[src/common/sws_pkg.sv]
package sws_pkg;
   localparam int LANES = 4;
   localparam int LANE_BITS = 9;
   localparam int SLEEP_CYCLES = 2;
   localparam logic [3:0] LANES_NONE = 4'h0;
   localparam logic [3:0] LANES_ALL = 4'hf;
   localparam logic [1:0] SLEEP_CNT_RST = 2'h0;

   typedef enum logic [3:0] {
      SWS_IDLE = 4'h1,
      SWS_READ = 4'h2,
      SWS_WRITE = 4'h4,
      SWS_SLEEP = 4'h8
   } sws_state_e;

   // Active-high lane write mask; global write overrides byte controls
   function automatic logic [3:0] write_lanes(input logic gw_n, input logic bwe_n, input logic [3:0] bw_n);
      if (!gw_n)
         return LANES_ALL;
      else if (!bwe_n)
         return ~bw_n;
      else
         return LANES_NONE;
   endfunction
endpackage

[src/logic/sws_ctrl.sv]
`timescale 1ns/100ps
// Contract
// - Write when global low or byte lane active
// - All inactive means read cycle
// - Output enable used combinationally, never sampled
// - Read drives data only when enable low
// - Processor strobe starts a read only when selected, never a write
// - Write data after processor strobe or controller
// - Byte write touches only selected lanes
// - Byte enable high or no lanes reads
// - Global write or all selects writes all
// - Stay floating after write until new read
// - Data floats on leaving sleep
// - Processor strobe ignored when first select high
// - Controller write finishes in one cycle
// - Data floats whenever write cycle detected
module sws_ctrl
(
   input wire logic mclk,
   input wire logic rst_n,
   input wire logic proc_addr_strobe_n,
   input wire logic ctrl_addr_strobe_n,
   input wire logic burst_advance_n,
   input wire logic chip_sel_first_n,
   input wire logic chip_sel_second,
   input wire logic chip_sel_third_n,
   input wire logic global_write_n,
   input wire logic byte_write_enable_n,
   input wire logic [3:0] byte_lane_select_n,
   input wire logic sleep_request,
   input wire logic output_enable_n,
   output logic [3:0] lane_write,
   output logic write_strobe,
   output logic [3:0] data_oe,
   output logic read_active,
   output logic sleeping
);
   sws_pkg::sws_state_e state;
   sws_pkg::sws_state_e next_state;
   logic [1:0] sleep_cnt;
   logic [1:0] next_sleep_cnt;
   logic [3:0] lanes;
   logic is_write;
   logic selected;
   logic proc_start;
   logic ctrl_start;
   logic cont;
   logic [3:0] next_lane_write;
   logic next_write_strobe;
   logic drive_q;
   logic next_drive_q;

   sws_lane_decode u_dec
   (
      .global_write_n(global_write_n),
      .byte_write_enable_n(byte_write_enable_n),
      .byte_lane_select_n(byte_lane_select_n),
      .lanes(lanes),
      .is_write(is_write)
   );

   always_comb
   begin
      selected = !chip_sel_first_n && chip_sel_second && !chip_sel_third_n;
      proc_start = !proc_addr_strobe_n && !chip_sel_first_n;
      // An ignored processor strobe must not block deselect or burst continuation
      ctrl_start = !ctrl_addr_strobe_n && !proc_start;
      cont = !proc_start && ctrl_addr_strobe_n && state != sws_pkg::SWS_IDLE;
      next_state = state;
      next_sleep_cnt = sleep_cnt;
      next_lane_write = sws_pkg::LANES_NONE;
      next_write_strobe = 1'b0;
      next_drive_q = 1'b0;
      if (sleep_request)
      begin
         // Pending access is abandoned on entry
         next_state = sws_pkg::SWS_SLEEP;
         next_sleep_cnt = sws_pkg::SLEEP_CNT_RST;
      end
      else if (state == sws_pkg::SWS_SLEEP)
      begin
         // Recovery takes two cycles; bus stays floating meanwhile
         if (sleep_cnt == 2'(sws_pkg::SLEEP_CYCLES - 1))
            next_state = sws_pkg::SWS_IDLE;
         else
            next_sleep_cnt = sleep_cnt + 2'h1;
      end
      else if (proc_start)
      begin
         if (selected)
         begin
            next_state = sws_pkg::SWS_READ;
            next_drive_q = state == sws_pkg::SWS_READ; // First cycle from deselect stays masked
         end
         else
            next_state = sws_pkg::SWS_IDLE;
      end
      else if (ctrl_start)
      begin
         if (!selected)
            next_state = sws_pkg::SWS_IDLE;
         else if (is_write)
         begin
            next_state = sws_pkg::SWS_WRITE;
            next_lane_write = lanes;
            next_write_strobe = 1'b1;
         end
         else
         begin
            next_state = sws_pkg::SWS_READ;
            next_drive_q = state == sws_pkg::SWS_READ;
         end
      end
      else if (cont)
      begin
         if (is_write)
         begin
            next_state = sws_pkg::SWS_WRITE;
            next_lane_write = lanes;
            next_write_strobe = 1'b1;
         end
         else if (state == sws_pkg::SWS_READ)
            next_drive_q = 1'b1;
         // After a write, reads resume only with a new strobe
         else
            next_state = sws_pkg::SWS_WRITE;
      end
   end

   always_ff @(posedge mclk)
   begin
      if (!rst_n)
      begin
         state <= sws_pkg::SWS_IDLE;
         sleep_cnt <= sws_pkg::SLEEP_CNT_RST;
         lane_write <= sws_pkg::LANES_NONE;
         write_strobe <= 1'b0;
         drive_q <= 1'b0;
      end
      else
      begin
         state <= next_state;
         sleep_cnt <= next_sleep_cnt;
         lane_write <= next_lane_write;
         write_strobe <= next_write_strobe;
         drive_q <= next_drive_q;
      end
   end

   // Enable is a registered cycle qualifier gated by the live pin
   always_comb
   begin
      data_oe = (drive_q && !output_enable_n && !write_strobe) ? sws_pkg::LANES_ALL : sws_pkg::LANES_NONE;
      read_active = state == sws_pkg::SWS_READ;
      sleeping = state == sws_pkg::SWS_SLEEP;
   end

   property p_write_lanes;
      @(posedge mclk) disable iff (!rst_n)
      (!sleep_request && state != sws_pkg::SWS_SLEEP && ctrl_start && selected && !global_write_n)
      |=> (lane_write == sws_pkg::LANES_ALL && write_strobe);
   endproperty
   a_write_lanes: assert property (p_write_lanes) else $error("global write not full");

   property p_byte_lanes;
      @(posedge mclk) disable iff (!rst_n)
      (!sleep_request && state != sws_pkg::SWS_SLEEP && ctrl_start && selected && global_write_n
       && !byte_write_enable_n) |=> (lane_write == ~$past(byte_lane_select_n));
   endproperty
   a_byte_lanes: assert property (p_byte_lanes) else $error("byte lanes wrong");

   property p_proc_read;
      @(posedge mclk) disable iff (!rst_n)
      (!sleep_request && state != sws_pkg::SWS_SLEEP && proc_start) |=> !write_strobe;
   endproperty
   a_proc_read: assert property (p_proc_read) else $error("write on processor strobe");

   property p_no_drive_write;
      @(posedge mclk) disable iff (!rst_n)
      write_strobe |-> data_oe == sws_pkg::LANES_NONE;
   endproperty
   a_no_drive_write: assert property (p_no_drive_write) else $error("driving during write");

   property p_oe_high;
      @(posedge mclk) disable iff (!rst_n)
      output_enable_n |-> data_oe == sws_pkg::LANES_NONE;
   endproperty
   a_oe_high: assert property (p_oe_high) else $error("driving with oe high");

   property p_sleep_exit;
      @(posedge mclk) disable iff (!rst_n)
      (sleeping && !sleep_request) |=> data_oe == sws_pkg::LANES_NONE;
   endproperty
   a_sleep_exit: assert property (p_sleep_exit) else $error("driving after sleep");

   property p_ignore_proc;
      @(posedge mclk) disable iff (!rst_n)
      (!sleep_request && state == sws_pkg::SWS_IDLE && chip_sel_first_n && ctrl_addr_strobe_n) |=> !read_active;
   endproperty
   a_ignore_proc: assert property (p_ignore_proc) else $error("strobe taken while deselected");

   property p_after_write;
      @(posedge mclk) disable iff (!rst_n)
      (state == sws_pkg::SWS_WRITE && !sleep_request && proc_addr_strobe_n && ctrl_addr_strobe_n)
      |=> (data_oe == sws_pkg::LANES_NONE) [*2];
   endproperty
   a_after_write: assert property (p_after_write) else $error("driving after write");

   property p_single_write;
      @(posedge mclk) disable iff (!rst_n)
      write_strobe && $past(ctrl_start) |-> lane_write != sws_pkg::LANES_NONE;
   endproperty
   a_single_write: assert property (p_single_write) else $error("empty write strobe");

   property p_read_decode;
      @(posedge mclk) disable iff (!rst_n)
      (!sleep_request && state != sws_pkg::SWS_SLEEP && ctrl_start && selected && global_write_n
       && (byte_write_enable_n || byte_lane_select_n == sws_pkg::LANES_ALL)) |=> (read_active && !write_strobe);
   endproperty
   a_read_decode: assert property (p_read_decode) else $error("read decoded as write");

   property p_continue_read;
      @(posedge mclk) disable iff (!rst_n)
      (!sleep_request && state == sws_pkg::SWS_READ && chip_sel_first_n && ctrl_addr_strobe_n && !is_write)
      |=> (read_active && drive_q);
   endproperty
   a_continue_read: assert property (p_continue_read) else $error("burst dropped on ignored strobe");
endmodule

[src/logic/sws_lane_decode.sv]
`timescale 1ns/100ps
module sws_lane_decode
(
   input wire logic global_write_n,
   input wire logic byte_write_enable_n,
   input wire logic [3:0] byte_lane_select_n,
   output logic [3:0] lanes,
   output logic is_write
);
   always_comb
   begin
      lanes = sws_pkg::write_lanes(global_write_n, byte_write_enable_n, byte_lane_select_n);
      is_write = |lanes;
   end
endmodule

[config.mk]
export PLATFORM = sky130hd
export DESIGN_NAME = sws_ctrl
export DESIGN_NICKNAME = d
export VERILOG_FILES = /design/src/common/sws_pkg.sv /design/src/logic/sws_ctrl.sv /design/src/logic/sws_lane_decode.sv
export SDC_FILE = /design/constraint.sdc
export NUM_CORES = 1
export LEC_CHECK = 0
export BUFFER_PORTS_ARGS = -buffer_cell sky130_fd_sc_hd__clkbuf_2
export CAP_MARGIN = 20
export CORE_MARGIN = 1.5
export CORE_UTILIZATION = 40
export DETAILED_ROUTE_END_ITERATION = 7
export GPL_TIMING_DRIVEN = 0
export PLACE_DENSITY = 0.75
export SLEW_MARGIN = 15
export SYNTH_ARGS = -nofsm -noshare
export SYNTH_HDL_FRONTEND = slang
export SYNTH_HIERARCHICAL = 1
export SYNTH_SLANG_ARGS = --single-unit
[constraint.sdc]
create_clock -name mclk -period 1.4 [get_ports mclk]
set_clock_uncertainty 0.05 [all_clocks]
set_input_delay 0.21 -clock mclk [delete_from_list [all_inputs] [get_ports mclk]]
set_output_delay 0.21 -clock mclk [all_outputs]
set_load 0.05 [all_outputs]
==> run_results.csv <==
group,metric,value,unit
logic_synthesis,synth.most_common_cell,"dfxtp_1",
clocking,cts_max_level,1,
drt,drc,0,
power_and_ir_drop,switching_share,0.2774,
logic_synthesis,ys_ff_latch,12,
drt,vias_per_cell,5.259,
logic_synthesis,synth-async-reset-ratio,0,
logic_synthesis,ys_seq_area_frac,0.3934,
sta,fin_crit_sh,1.187,
logic_synthesis,synth.area.top_cells,"dfxtp_1 (39%), o21ai_0 (5.7%), and2_1 (4.1%)",
drt,routedWlPerCell,13.33,µm
finish,synthToLayoutAreaGrowth,70.29,%
sta,period_needed,1.662,ns
power_and_ir_drop,power,832.7,µW
placed_design,dp_slack,-0.2680,ns
logic_synthesis,synth-compound-area-share,0.1721,
worst_setup_path,criticalPathCategory,"reg -> out",
floorplan,pin_count,27,
power_and_ir_drop,p_clk_frac,0.343,
worst_setup_path,startpoint_type,"flop",
global_route,grtUsageTotal,0.1871,
drt,ant_nets,0,
sta,timing.final.ws_setup,-0.2619,ns
logic_synthesis,synthSimpleGateAreaFrac,0.3053,
placed_design,place_hpwl,953.8,µm
clocking,clockRootBuffer,"clkbuf_4",
power_and_ir_drop,combPwrFrac,0.215,
run_status,status,"finished with violations",
placed_design,port_buffers,25,
logic_synthesis,syn-cell-area,610.6,µm²
worst_setup_path,crit_arrival,1.40,ns
clocking,cts_sinks,12,
worst_setup_path,cpPeakStageDelay,0.39,ns
finish,final_util,0.7610,
power_and_ir_drop,power_leakage,0.4672,nW
flow_run,maxCapViolCount,0,
finish,nets,119,
worst_hold_path,min_path_type,"in -> reg",
logic_synthesis,yosysWarnings,6,
worst_setup_path,critical_path.top_delay_family,"simple AND/OR/NAND/NOR gates",
power_and_ir_drop,p_sw,231.0,µW
sta,max_freq,601.7,MHz
logic_synthesis,yosysTopAreaCell,"dfxtp_1",
sta,slew_violations,0,
power_and_ir_drop,cellPowerDensity,800.9,mW/mm²
clocking,cts_buffer_depth,2,
logic_synthesis,synth_edf_count,0,
power_and_ir_drop,power.internal,601.7,µW
logic_synthesis,synth_top_family_by_area,"simple AND/OR/NAND/NOR gates",
power_and_ir_drop,power_frac_seq,0.442,
logic_synthesis,synth_fa_ha_area_frac,0.02049,
worst_setup_path,cp_slowest_cell,"nor4b_4",
drt,via_count,610,
logic_synthesis,syn_inst,64,
worst_setup_path,end_kind,"output pin",
logic_synthesis,synth_xor_area_frac,0.01434,
worst_hold_path,min_path_cells,2,
worst_setup_path,r2r_slack,-0.25,ns
logic_synthesis,synth_top_area_frac,0.3934,
clocking,cts_buffers,3,
drt,drt_pass1_iterations,4,
finish,drive_above_1_share,0.6139,
sta,hold_ws,0.08004,ns
worst_setup_path,cp_max_fo,4,
run_status,violations,"setup timing",
worst_setup_path,cp.required,1.14,ns
global_route,grt_pass1_wl,2587,µm
worst_setup_path,rr_worst_depth,4,
power_and_ir_drop,irDropWorstVdd,542.7,µV
global_route,grt_pass1_vias,594,
sta,hold_viol_final,0,
sta,worst_pin_slew,0.4216,ns
global_route,grt_max_degree,8,
floorplan,die_x,42.07,µm
floorplan,start_util,0.4469,
worst_setup_path,cp.depth,3,
logic_synthesis,synth_cell_types,32,
floorplan,die_area,0.001770,mm²
global_route,grt_antenna_before_repair,0,
logic_synthesis,synth_mux_area_frac,0.03689,
logic_synthesis,avgSynthCellArea,9.540,µm²
clocking,insertion_delay,0.27,ns
floorplan,rows,13,
global_route,grt_overflow,0,
floorplan,core_area,0.001366,mm²
worst_setup_path,worstPathCellList,"buf_12 -> nor4b_4 -> clkbuf_8",
worst_setup_path,path_buf_inv,2,
sta,slew_headroom,0.7159,
sta,setup_viol,17,
drt,routed_wl,1546,µm
finish,antenna_cells,0,
placed_design,gp_congestion,0.7940,
clocking,cts.reportedPaths.clkPinSlew,0.09,ns
floorplan,die_y,42.07,µm
logic_synthesis,synth_common_cells,"dfxtp_1 (12), o21ai_0 (7), nor2_1 (6)",
clocking,cts_tree,"yes",
logic_synthesis,synth_fp_nets,81,
drt,drtIter0Drc,9,
logic_synthesis,ys.flop_type,"dfxtp_1",
sta,rsz0062_at_grt,"yes",
## flip-flops by register name (all words and copies together), names as in the netlist
register / flops
drive_q: 1
lane_write: 4
sleep_cnt: 2
state: 4
write_strobe: 1
## power by group through the flow
stage,clock network (mW),registers [mW],logic (mW)
CTS,0.284,0.367,0.169
finish,0.286,0.368,0.179
floorplan,0,0.385,0.0809
global placement,0,0.373,0.137
detailed placement,0,0.374,0.139
global route,0.309,0.370,0.192
## stage by stage
step,instances,area (µm²),setup TNS [ns]
6_report,116,1040,-2.935
5_1_grt,116,1040,-3.937
4_1_cts,115,1020,-2.241
3_5_place_dp,104,792.0,-1.442
3_3_place_gp,104,792.0,-1.389
2_1_floorplan,64,648.1,-4.344
## cell usage in the layout, fill, tap and decap left out, types with 2 or more instances in the layout
| cell type | n |
|---|---|
| dfxtp_2 | 3 |
| buf_8 | 2 |
| o21ai_0 | 7 |
| buf_6 | 4 |
| clkbuf_8 | 2 |
| dfxtp_4 | 2 |
| buf_4 | 7 |
| nor2_1 | 6 |
| a21oi_1 | 2 |
| clkbuf_4 | 3 |
| and2_4 | 4 |
| inv_1 | 2 |
| clkbuf_2 | 19 |
| clkbuf_16 | 3 |
| dfxtp_1 | 7 |
| nand2_1 | 2 |
## timing repair
| item | 4_1_cts | 5_1_grt |
|---|---|---|
| buffers inserted | 7 | 2 |
| endpoints found under the setup margin | 17 | 18 |
| pin swaps | 7 | 2 |
| resized for setup | 26 | 7 |
| hold buffers | 0 | 0 |
## cell families (layout without fill, tap and decap cells)
| logic type | count (synthesis) | in the layout |
|---|---|---|
| DFF | 12 | 12 |
| xor gates and xnor gates | 1 | 1 |
| AOI/OAI and AO/OA | 16 | 16 |
| buffers and inverters | 6 | 43 |
| and+or+nand+nor | 27 | 27 |
| adders and majority gates | 1 | 1 |
| muxes | 1 | 1 |
## path summary, 6_finish.rpt
| path | start | to |
|---|---|---|
| setup / recovery | state[2] | sleeping |
| hold reg to reg | sleep_cnt[1] | sleep_cnt[1] |
| setup reg to reg | state[2] | lane_write[0] |
| hold / removal | rst_n | state[0] |
## layout make-up
class,instances,area [µm²]
buffer,4,41.29
clock buffer,4,36.28
fill,98,326.6
inverter,2,7.507
multi-input combinational,46,394.1
sequential,12,251.5
tap,15,18.77
timing repair buffer,33,290.3
## worst reg2reg max path: stages, from the launching register on
cell,delay [ns]
dfxtp_4,0.36
or4b_4,0.58
mux2i_4,0.16
and4bb_4,0.24
and2_4,0.16
## layer usage
layer	vias to the layer above	global-route usage	part of all wire
met5	-	0	0
met4	0	0.07500	0.016
met3	4	0.02586	0.032
met2	17	0.3125	0.54
met1	281	0.2427	0.41
li1	308	-	-
Note: power is estimated with default switching activity, not from simulation.
